<file path="config.mk">
export PLATFORM = sky130hd
export DESIGN_NAME = strobe_fifo_bridge
export DESIGN_NICKNAME = d
export VERILOG_FILES = /design/src/design/strobe_fifo_pkg.sv /design/src/design/skid_buffer.sv /design/src/design/strobe_fifo_bridge.sv /design/src/design/strobe_glue.sv
export SDC_FILE = /design/constraint.sdc
export NUM_CORES = 1
export LEC_CHECK = 0
export ABC_AREA = 1
export BUFFER_PORTS_ARGS = -buffer_cell sky130_fd_sc_hd__buf_2
export CAP_MARGIN = 0
export CORE_MARGIN = 10
export CORE_UTILIZATION = 55
export CTS_BUF_LIST = sky130_fd_sc_hd__clkbuf_8 sky130_fd_sc_hd__clkbuf_16
export CTS_CLUSTER_DIAMETER = 150
export DETAILED_ROUTE_END_ITERATION = 6
export GPL_TIMING_DRIVEN = 0
export HOLD_SLACK_MARGIN = 0.15
export PLACE_DENSITY = 0.72
export SETUP_SLACK_MARGIN = 0.1
export SYNTH_ARGS = -nofsm -noshare
export SYNTH_HDL_FRONTEND = slang
export SYNTH_SLANG_ARGS = --single-unit
</file>
<file path="constraint.sdc">
create_clock -name core_clk -period 6.2 [get_ports core_clk]
set_input_delay 0.31 -clock core_clk [delete_from_list [all_inputs] [get_ports core_clk]]
set_output_delay 0.31 -clock core_clk [all_outputs]
set_load 0.01 [all_outputs]
</file>
<file path="src/design/strobe_fifo_pkg.sv">
// Purpose : Shared constants for the strobe-to-synchronous-FIFO glue.
// Assumes : Host strobes are sampled as synchronous to core_clk.
// Notes   : Depth and width are fixed; cycle counts derive from the 50 MHz rate.
package strobe_fifo_pkg;

  // ----------------------------------------------------------------
  // Geometry
  // ----------------------------------------------------------------
  localparam int unsigned DATA_W   = 16;
  localparam int unsigned DEPTH    = 16;  // Memory cells, output buffer excluded
  localparam int unsigned PTR_W    = 4;
  localparam int unsigned LEVEL_W  = 5;
  localparam int unsigned SKID_N   = 2;

  localparam logic [LEVEL_W-1:0] CAP_STD  = 5'h10;  // Depth D
  localparam logic [LEVEL_W-1:0] CAP_FIRST_WORD_FALL_THROUGH = 5'h11;  // Depth D plus output buffer
  localparam logic [LEVEL_W-1:0] LEVEL_RST = 5'h00;
  localparam logic [PTR_W-1:0]   PTR_RST   = 4'h0;
  localparam logic [PTR_W-1:0]   PTR_ONE   = 4'h1;
  localparam logic [LEVEL_W-1:0] LEVEL_ONE = 5'h01;
  localparam logic [DATA_W-1:0]  DATA_RST  = 16'h0000;

  // ----------------------------------------------------------------
  // Timing
  // ----------------------------------------------------------------
  localparam int unsigned CLK_PERIOD_NS = 20;
  localparam int unsigned T_ACC_NS      = 13;  // Read access time after read clock edge
  // Least time, rounded up, never below one cycle
  localparam int unsigned ACC_CYC =
    ((T_ACC_NS + CLK_PERIOD_NS - 1) / CLK_PERIOD_NS) < 1 ? 1 :
    ((T_ACC_NS + CLK_PERIOD_NS - 1) / CLK_PERIOD_NS);

  // Idle levels of strobes after reset
  localparam logic STROBE_IDLE = 1'b1;

endpackage

</file>
<file path="src/design/skid_buffer.sv">
// Purpose : Two-entry buffer with valid/ready on both sides.
// Assumes : Single clock, synchronous active-high reset.
// Notes   : Full at two words; ready drops so the source must stall.
`timescale 1ns/10ps
module skid_buffer (
  input  wire logic                                core_clk,
  input  wire logic                                sys_rst,
  input  wire logic                                in_valid,
  output logic                                     in_ready,
  input  wire logic [strobe_fifo_pkg::DATA_W-1:0]  in_data,
  output logic                                     out_valid,
  input  wire logic                                out_ready,
  output logic      [strobe_fifo_pkg::DATA_W-1:0]  out_data,
  output logic      [1:0]                          count
);

  logic [strobe_fifo_pkg::DATA_W-1:0] slot [strobe_fifo_pkg::SKID_N];
  logic                               push;
  logic                               pop;

  assign in_ready  = (count != 2'h2);
  assign out_valid = (count != 2'h0);
  assign out_data  = slot[0];
  assign push      = in_valid & in_ready;
  assign pop       = out_valid & out_ready;

  // ----------------------------------------------------------------
  // Occupancy
  // ----------------------------------------------------------------
  always_ff @(posedge core_clk) begin
    if (sys_rst) begin
      count <= 2'h0;
    end else if (push && !pop) begin
      count <= count + 2'h1;
    end else if (pop && !push) begin
      count <= count - 2'h1;
    end
  end

  // ----------------------------------------------------------------
  // Storage: head shifts down on pop, new word lands behind the tail
  // ----------------------------------------------------------------
  always_ff @(posedge core_clk) begin
    if (sys_rst) begin
      slot[0] <= strobe_fifo_pkg::DATA_RST;
      slot[1] <= strobe_fifo_pkg::DATA_RST;
    end else begin
      if (pop) begin
        slot[0] <= (push && count == 2'h1) ? in_data : slot[1];
      end else if (push && count == 2'h0) begin
        slot[0] <= in_data;
      end
      if (push && ((count == 2'h1 && !pop) || (count == 2'h2))) begin
        slot[1] <= in_data;
      end
    end
  end

endmodule

</file>
<file path="src/design/strobe_fifo_bridge.sv">
// Purpose : Host strobe glue plus the synchronous FIFO it drives, in either timing mode.
// Assumes : Strobes, chip enable and write data are synchronous to core_clk.
// Notes   : FIFO clock edges are found by sampling the glue clocks; flags move only on them.
`timescale 1ns/10ps

// Overview of operation
// - Read clock follows read strobe; write clock ungated
// - Write enable is chip enable OR inverted OE
// - Read and output enable are chip enable OR OE
// - Standard mode inverts read clock, write unchanged
// - Single-direction space may skip glue entirely
// - Fall-through FIFO accepts depth plus one writes
// - Input ready drops only when completely occupied
// - Output ready holds until last word read
// - OE shows buffered word; edge loads next
// - Writes latched with zero cycles latency
// - Standard FIFO reports full after depth writes
// - Standard read starts at enabled clock edge
// - Fall-through wiring: first standard read invalid
// - Other-space accesses still pulse FIFO clocks
// - Flags update only on their own clock
module strobe_fifo_bridge (
  input  wire logic                                core_clk,
  input  wire logic                                sys_rst,
  input  wire logic                                chip_enable_space_n,
  input  wire logic                                async_read_strobe_n,
  input  wire logic                                async_write_strobe_n,
  input  wire logic                                async_output_enable_n,
  input  wire logic                                first_word_fall_through,
  input  wire logic [strobe_fifo_pkg::DATA_W-1:0]  wr_data,
  output logic                                     fifo_read_clk,
  output logic                                     fifo_write_clk,
  output logic                                     fifo_write_en_n,
  output logic                                     fifo_read_en_n,
  output logic                                     fifo_output_en_n,
  output logic      [strobe_fifo_pkg::DATA_W-1:0]  rd_data,
  output logic                                     rd_data_oe,
  output logic                                     input_ready_flag,
  output logic                                     full_flag,
  output logic                                     output_ready_flag,
  output logic                                     empty_flag_n
);

  // ----------------------------------------------------------------
  // Glue (combinational by design; a register would skew the FIFO clocks)
  // ----------------------------------------------------------------
  strobe_glue u_glue (
    .chip_enable_space_n     (chip_enable_space_n),
    .async_read_strobe_n     (async_read_strobe_n),
    .async_write_strobe_n    (async_write_strobe_n),
    .async_output_enable_n   (async_output_enable_n),
    .first_word_fall_through (first_word_fall_through),
    .fifo_read_clk           (fifo_read_clk),
    .fifo_write_clk          (fifo_write_clk),
    .fifo_write_en_n         (fifo_write_en_n),
    .fifo_read_en_n          (fifo_read_en_n),
    .fifo_output_en_n        (fifo_output_en_n)
  );

  // ----------------------------------------------------------------
  // FIFO clock edge detection
  // ----------------------------------------------------------------
  logic rclk_prev;
  logic wclk_prev;
  logic rd_edge;
  logic wr_edge;

  // Reset to the idle strobe level so no false edge follows release
  always_ff @(posedge core_clk) begin
    if (sys_rst) begin
      rclk_prev <= strobe_fifo_pkg::STROBE_IDLE;
      wclk_prev <= strobe_fifo_pkg::STROBE_IDLE;
    end else begin
      rclk_prev <= fifo_read_clk;
      wclk_prev <= fifo_write_clk;
    end
  end

  assign rd_edge = fifo_read_clk & ~rclk_prev;
  assign wr_edge = fifo_write_clk & ~wclk_prev;

  // ----------------------------------------------------------------
  // Occupancy and write acceptance
  // ----------------------------------------------------------------
  logic [strobe_fifo_pkg::LEVEL_W-1:0] level;
  logic [strobe_fifo_pkg::LEVEL_W-1:0] capacity;
  logic                                write_take;
  logic                                rd_pop;
  logic                                skid_in_ready;
  logic                                skid_out_valid;
  logic [strobe_fifo_pkg::DATA_W-1:0]  skid_out_data;
  logic [1:0]                          skid_count;
  logic [strobe_fifo_pkg::LEVEL_W-1:0] mem_cnt;
  logic                                mem_push;
  logic                                mem_pop;

  // The output buffer counts as storage only with fall-through timing
  assign capacity = first_word_fall_through ? strobe_fifo_pkg::CAP_FIRST_WORD_FALL_THROUGH
                                            : strobe_fifo_pkg::CAP_STD;

  // Word is taken on the very write clock edge, no extra wait
  assign write_take = wr_edge & ~fifo_write_en_n & (level < capacity)
                      & skid_in_ready;

  // Two-entry buffer absorbs a word while the array is full
  skid_buffer u_skid (
    .core_clk  (core_clk),
    .sys_rst   (sys_rst),
    .in_valid  (write_take),
    .in_ready  (skid_in_ready),
    .in_data   (wr_data),
    .out_valid (skid_out_valid),
    .out_ready (mem_cnt < strobe_fifo_pkg::CAP_STD),
    .out_data  (skid_out_data),
    .count     (skid_count)
  );

  assign mem_push = skid_out_valid & (mem_cnt < strobe_fifo_pkg::CAP_STD);

  // ----------------------------------------------------------------
  // Memory array
  // ----------------------------------------------------------------
  logic [strobe_fifo_pkg::DATA_W-1:0] mem [strobe_fifo_pkg::DEPTH];
  logic [strobe_fifo_pkg::PTR_W-1:0]  wr_ptr;
  logic [strobe_fifo_pkg::PTR_W-1:0]  rd_ptr;

  always_ff @(posedge core_clk) begin
    if (mem_push) begin
      mem[wr_ptr] <= skid_out_data;
    end
  end

  // Pointers
  always_ff @(posedge core_clk) begin
    if (sys_rst) begin
      wr_ptr <= strobe_fifo_pkg::PTR_RST;
      rd_ptr <= strobe_fifo_pkg::PTR_RST;
    end else begin
      if (mem_push) begin
        wr_ptr <= wr_ptr + strobe_fifo_pkg::PTR_ONE;
      end
      if (mem_pop) begin
        rd_ptr <= rd_ptr + strobe_fifo_pkg::PTR_ONE;
      end
    end
  end

  // Array fill count
  always_ff @(posedge core_clk) begin
    if (sys_rst) begin
      mem_cnt <= strobe_fifo_pkg::LEVEL_RST;
    end else if (mem_push && !mem_pop) begin
      mem_cnt <= mem_cnt + strobe_fifo_pkg::LEVEL_ONE;
    end else if (mem_pop && !mem_push) begin
      mem_cnt <= mem_cnt - strobe_fifo_pkg::LEVEL_ONE;
    end
  end

  // ----------------------------------------------------------------
  // Output buffer
  // ----------------------------------------------------------------
  logic                               ob_valid;
  logic [strobe_fifo_pkg::DATA_W-1:0] ob_data;
  logic                               ren_active;
  logic                               first_word_fall_through_fill;

  assign ren_active = ~fifo_read_en_n;
  // Fall-through: a read consumes the buffered word; any edge refills an empty buffer
  assign first_word_fall_through_fill  = first_word_fall_through & (mem_cnt != strobe_fifo_pkg::LEVEL_RST)
                      & (~ob_valid | ren_active);
  // Standard: only an enabled edge starts a read out of the array
  assign mem_pop    = rd_edge & (mem_cnt != strobe_fifo_pkg::LEVEL_RST)
                      & (first_word_fall_through_fill | (~first_word_fall_through & ren_active));
  // A fall-through word leaves storage when read out of the buffer
  assign rd_pop     = rd_edge & ren_active & first_word_fall_through & ob_valid;

  // Loaded one cycle after the edge, covering the access time at this rate
  always_ff @(posedge core_clk) begin
    if (sys_rst) begin
      ob_data  <= strobe_fifo_pkg::DATA_RST;
      ob_valid <= 1'b0;
    end else if (mem_pop) begin
      ob_data  <= mem[rd_ptr];
      ob_valid <= 1'b1;
    end else if (rd_pop) begin
      ob_valid <= 1'b0;
    end else if (rd_edge && !first_word_fall_through && ren_active) begin
      // Standard read of an empty array leaves a stale word in the buffer
      ob_valid <= 1'b0;
    end
  end

  // Total held words: array, skid and, in fall-through mode, the buffer
  assign level = mem_cnt + {3'h0, skid_count}
                 + {4'h0, ob_valid & first_word_fall_through};

  // ----------------------------------------------------------------
  // Data bus towards the host
  // ----------------------------------------------------------------
  // Output enable drives whatever sits in the buffer, even a stale word
  always_ff @(posedge core_clk) begin
    if (sys_rst) begin
      rd_data    <= strobe_fifo_pkg::DATA_RST;
      rd_data_oe <= 1'b0;
    end else begin
      rd_data    <= ob_data;
      rd_data_oe <= ~fifo_output_en_n;
    end
  end

  // ----------------------------------------------------------------
  // Boundary flags, each moved only by its own FIFO clock
  // ----------------------------------------------------------------
  logic [strobe_fifo_pkg::LEVEL_W-1:0] next_level_w;
  logic [strobe_fifo_pkg::LEVEL_W-1:0] next_mem_r;
  logic                                next_ob_r;

  assign next_level_w = level + {4'h0, write_take};
  assign next_mem_r   = mem_cnt - {4'h0, mem_pop};
  assign next_ob_r    = mem_pop | (ob_valid & ~rd_pop);

  // Write-clock side
  always_ff @(posedge core_clk) begin
    if (sys_rst) begin
      input_ready_flag <= 1'b1;
      full_flag        <= 1'b0;
    end else if (wr_edge) begin
      input_ready_flag <= (next_level_w < capacity);
      full_flag        <= (next_level_w >= capacity);
    end
  end

  // Read-clock side; a dummy edge still refreshes these
  always_ff @(posedge core_clk) begin
    if (sys_rst) begin
      output_ready_flag <= 1'b0;
      empty_flag_n      <= 1'b0;
    end else if (rd_edge) begin
      output_ready_flag <= next_ob_r & first_word_fall_through;
      empty_flag_n      <= (next_mem_r != strobe_fifo_pkg::LEVEL_RST);
    end
  end

  // ----------------------------------------------------------------
  // Checks
  // ----------------------------------------------------------------
  a_write_en_decode: assert property (@(posedge core_clk) disable iff (sys_rst)
    !fifo_write_en_n |-> (!chip_enable_space_n && async_output_enable_n))
    else $error("write enable active outside a chip-enabled write");

  a_read_en_pair: assert property (@(posedge core_clk) disable iff (sys_rst)
    (fifo_read_en_n == fifo_output_en_n)
    and (!fifo_read_en_n |-> (!chip_enable_space_n && !async_output_enable_n)))
    else $error("read or output enable decode wrong");

  // Bus enable lags the output enable by exactly one register stage
  a_bus_enable: assert property (@(posedge core_clk) disable iff (sys_rst)
    !$past(sys_rst) |-> (rd_data_oe == $past(!fifo_output_en_n)))
    else $error("data bus enable does not follow output enable");

  a_clock_ungated: assert property (@(posedge core_clk) disable iff (sys_rst)
    chip_enable_space_n |-> (fifo_write_clk == async_write_strobe_n))
    else $error("write clock gated by chip enable");

  a_std_read_clock: assert property (@(posedge core_clk) disable iff (sys_rst)
    !first_word_fall_through |-> (fifo_read_clk != async_read_strobe_n))
    else $error("standard mode read clock not inverted");

  a_first_word_fall_through_capacity: assert property (@(posedge core_clk) disable iff (sys_rst)
    ($fell(input_ready_flag) && first_word_fall_through)
    |-> ($past(next_level_w) == strobe_fifo_pkg::CAP_FIRST_WORD_FALL_THROUGH))
    else $error("input ready dropped before depth plus one words");

  a_std_full_depth: assert property (@(posedge core_clk) disable iff (sys_rst)
    ($rose(full_flag) && !first_word_fall_through)
    |-> ($past(next_level_w) == strobe_fifo_pkg::CAP_STD))
    else $error("full flag not at depth words");

  a_write_latency: assert property (@(posedge core_clk) disable iff (sys_rst)
    (write_take && !mem_pop && !rd_pop) |=> (level == $past(level) + 5'h01))
    else $error("accepted write not stored next cycle");

  a_or_holds: assert property (@(posedge core_clk) disable iff (sys_rst)
    (output_ready_flag && !rd_edge) |=> output_ready_flag)
    else $error("output ready fell without a read clock edge");

  a_flag_clocking: assert property (@(posedge core_clk) disable iff (sys_rst)
    ($changed(output_ready_flag) |-> $past(rd_edge))
    and ($changed(input_ready_flag) |-> $past(wr_edge)))
    else $error("flag moved without its clock edge");

  a_buffer_load: assert property (@(posedge core_clk) disable iff (sys_rst)
    mem_pop |=> (ob_valid ##1 (rd_data == $past(ob_data))))
    else $error("read edge did not bring next word to the bus");

  c_first_word_fall_through_fill: cover property (@(posedge core_clk) disable iff (sys_rst)
    first_word_fall_through && $fell(input_ready_flag));
  c_std_full: cover property (@(posedge core_clk) disable iff (sys_rst)
    !first_word_fall_through && $rose(full_flag));
  c_last_read: cover property (@(posedge core_clk) disable iff (sys_rst)
    $fell(output_ready_flag));
  c_skid_full: cover property (@(posedge core_clk) disable iff (sys_rst)
    skid_count == 2'h2);

endmodule

</file>
<file path="src/design/strobe_glue.sv">
// Purpose : Pure combinational derivation of FIFO clocks and enables from host strobes.
// Assumes : All strobes and the chip enable are active low.
// Notes   : No register sits in these paths, so strobe edges reach the FIFO at once.
`timescale 1ns/10ps
module strobe_glue (
  input  wire logic chip_enable_space_n,
  input  wire logic async_read_strobe_n,
  input  wire logic async_write_strobe_n,
  input  wire logic async_output_enable_n,
  input  wire logic first_word_fall_through,
  output logic      fifo_read_clk,
  output logic      fifo_write_clk,
  output logic      fifo_write_en_n,
  output logic      fifo_read_en_n,
  output logic      fifo_output_en_n
);

  // ----------------------------------------------------------------
  // Clocks: never gated by chip enable, so other spaces still tick the FIFO
  // ----------------------------------------------------------------
  assign fifo_read_clk  = first_word_fall_through ? async_read_strobe_n
                                                  : ~async_read_strobe_n;
  assign fifo_write_clk = async_write_strobe_n;

  // ----------------------------------------------------------------
  // Enables: write side identical in both modes
  // ----------------------------------------------------------------
  assign fifo_write_en_n  = chip_enable_space_n | ~async_output_enable_n;
  // With oe held high (write-only space) write enable reduces to chip enable alone
  assign fifo_read_en_n   = chip_enable_space_n | async_output_enable_n;
  assign fifo_output_en_n = chip_enable_space_n | async_output_enable_n;

endmodule

</file>
==> results.ini <==
[worst_setup_path]
crit_path_end_kind = register
r2r-end = full_flag$_SDFFE_PP0P_
setup.worst_path.end = full_flag$_SDFFE_PP0P_
cp_slowest_stage_delay_ns = 0.54
required_ns = 6.60
r2r_cells = 20
path_buf_inv = 5
path_depth = 22
crit_top_cell = nand2_1
path_cells = dlygate4sd3_1 -> buf_2 -> nand2_1 -> inv_1 -> fa_1 -> fa_1 -> inv_1 -> nand3_1 -> nor2_1 -> nand3_2 -> a21boi_2 -> ha_1 -> ha_1 -> inv_1 -> nor2_1 -> nand2_1 -> nand2_1 -> nand2_1 -> nand2_1 -> nand2_1 -> nor2_1 -> nor2_1
r2r_start = ob_valid$_SDFFE_PP0P_
crit_family = adder cells
r2r_setup_slack_ns = 3.00
worst-setup-path-type = in -> reg
arrival_ns = 3.80
crit_path_start = first_word_fall_through
cp-start-kind = primary input
cp_slowest_cell = dlygate4sd3_1
path_max_fanout = 6

[global_routing]
grt_first_pass_wirelength_mm = 55.66
groute.usage.overall_pct = 21.64
grt_overflow = 0
antenna_found_initial = 1
grt_pass1_vias = 9831
grt_start_max_net_pins = 17

[die]
fp.dieW_microns = 181.3
core-area_sq_um = 25400
dieHeight_microns = 181.3
die-area_sq_um = 32870
core.rowCount = 58
start_util_pct = 56.34
ioPinCount = 49

[worst_hold_path]
hp-class = in -> reg
min_from = async_output_enable_n

[sta]
min_period_ns = 3.398
report.final.slew_viol_count = 0
slew_headroom_pct = 32.64
finalSetupTns_ns = 0
fin_crit_sh_pct = 54.81
fmax_ghz = 0.2943
worst_pin_slew_ns = 1.009
whs_ns = 0.1590
setup_violations = 0
finalClockSkew_ns = 0.02554
rsz0062_at_grt = false
finalWorstSetupSlack_ns = 2.802
finalHoldViolCount = 0

[yosys]
ys_async_sr_fraction_pct = 0
syn_area_sq_um = 14310
syn_nets = 1312
ys_seq_area_share_pct = 68.13
ys_top_cells_by_count = edfxtp_1 (288), nor2_1 (251), nand2_1 (108)
yosysTopAreaCell = edfxtp_1
yosys-top-cells-area = edfxtp_1 (60%), dfxtp_1 (7.7%), nor2_1 (6.6%)
synth_top_area_share_pct = 60.44
yosys_warnings = 0
synth.most_common_cell = edfxtp_1
netlist_instances = 1268
ys.flop_type = edfxtp_1
synth.ff_latch_count = 343
synth.avg_cell_area_sq_um = 11.29
synth_edf_count = 288
ys_types = 39

[cts]
tritoncts.num_buffers = 36
cts_htree_levels = 2
cts_root_buf = clkbuf_16
cts_tree = built
cts_sinks = 343
cts.repair.resized = 0
clock_tree.buffer_depth = 3
cts_setup_buffers = 0
clock_latency_ns = 0.53
clkTransAtPathRegs_ns = 0.06

[placement]
dpl_cell_area_sq_um = 15130
io_buffer_count = 47
pre_cts_slack_ns = 2.841
gp_congestion = 0.9175
dp_hpwl_mm = 24.18

[finish]
postLayoutCellArea_sq_um = 16450
n_antenna_cell = 0
nets = 1426
area_growth_pct = 14.99
final_util_pct = 64.78
drive_gt1_share_pct = 12.70

[routing]
vias = 10003
first_iter_violations = 1208
drt_pre_antenna_iters = 6
viasPerCell = 5.752
wl_per_cell_microns = 20.92
wirelength_mm = 36.38
ant_nets = 0
drcViolationCount = 0

[status]
status = finished clean

[power]
leakagePower_nw = 6.229
powerDensity_nw_per_um2 = 392.5
ir_worst_vdd_uv = 285.1

[job]
cap_violations = 0

## worst min-delay path by stage
stage                                         to  depth (start not counted)
final                      rd_data_oe$_SDFF_PP0_                          3
after global routing       rd_data_oe$_SDFF_PP0_                          3
after CTS                  rd_data_oe$_SDFF_PP0_                          3
after detailed placement   rd_data[2]$_SDFF_PP0_                          2
after global placement    rd_data[13]$_SDFF_PP0_                          2
after floorplan            rd_data[0]$_SDFF_PP0_                          2
## power breakdown
group / leakage [nW] / switching [mW] / internal (mW)
sequential: 3.13 / 0.330 / 2.93
clock: 0.575 / 0.871 / 1.16
combinational: 2.53 / 0.785 / 0.384
## metal layers
layer	global-route usage [%]	part of all wire [%]	up-vias
met5	0	0	-
met4	10.45	4.4	0
met3	3.397	9.8	104
met2	33.82	46	517
met1	29.01	40	4734
li1	-	-	4648
## flip-flops by register name, indices dropped and copies added (netlist names)
name,flops
wr_ptr,4
u_skid.count,2
input_ready_flag,1
mem_cnt,5
rd_ptr,4
ob_valid,1
rd_data,16
mem,256
full_flag,1
wclk_prev,1
u_skid.slot,32
empty_flag_n,1
ob_data,16
rclk_prev,1
output_ready_flag,1
rd_data_oe,1
## worst min-delay path: stages
cell and delay, ns:
buf_2 0.09, or2_1 0.17, nor2_1 0.06
## stage by stage
stage / power (mW) / cells
floorplan: 3.919 / 1268
global placement: 4.345 / 1645
CTS: 6.441 / 1739
detailed placement: 4.425 / 1654
finish: 6.459 / 1739
global route: 6.727 / 1739
## layout make-up
cell class / count / area [sq um]
Clock buffer: 40 / 967.2
Buffer: 74 / 344.1
Inverter: 107 / 401.6
Sequential cell: 343 / 9749
Timing Repair Buffer: 76 / 579.3
Clock inverter: 25 / 147.6
Multi-Input combinational cell: 744 / 3852
Fill cell: 1870 / 8945
Tap cell: 330 / 412.9
## logic make-up (layout without fill, tap and decap cells)
| logic type | after synthesis | in the layout | share of synthesized area (%) |
|---|---|---|---|
| simple gates | 454 | 454 | 13.33 |
| flops | 343 | 343 | 68.13 |
| compound gates | 262 | 262 | 10.91 |
| buf+inv | 181 | 322 | 5.211 |
| fa+ha+maj | 21 | 21 | 1.994 |
| xor+xnor | 7 | 7 | 0.4284 |
## what timing repair did
action,CTS,global route
endpoints found under the hold margin,20,0
endpoints found under the setup margin,0,0
hold buffers,20,0
## cell usage in the layout (no fill, tap or decap), types with 49 or more instances in the layout
master	n
o21ai_1	49
edfxtp_1	288
o21ai_0	93
buf_2	63
inv_1	107
o211ai_1	64
nand2_1	108
nor2_1	236
dfxtp_1	55
nand3_1	67
No activity file was read; power rests on OpenSTA's default activity.
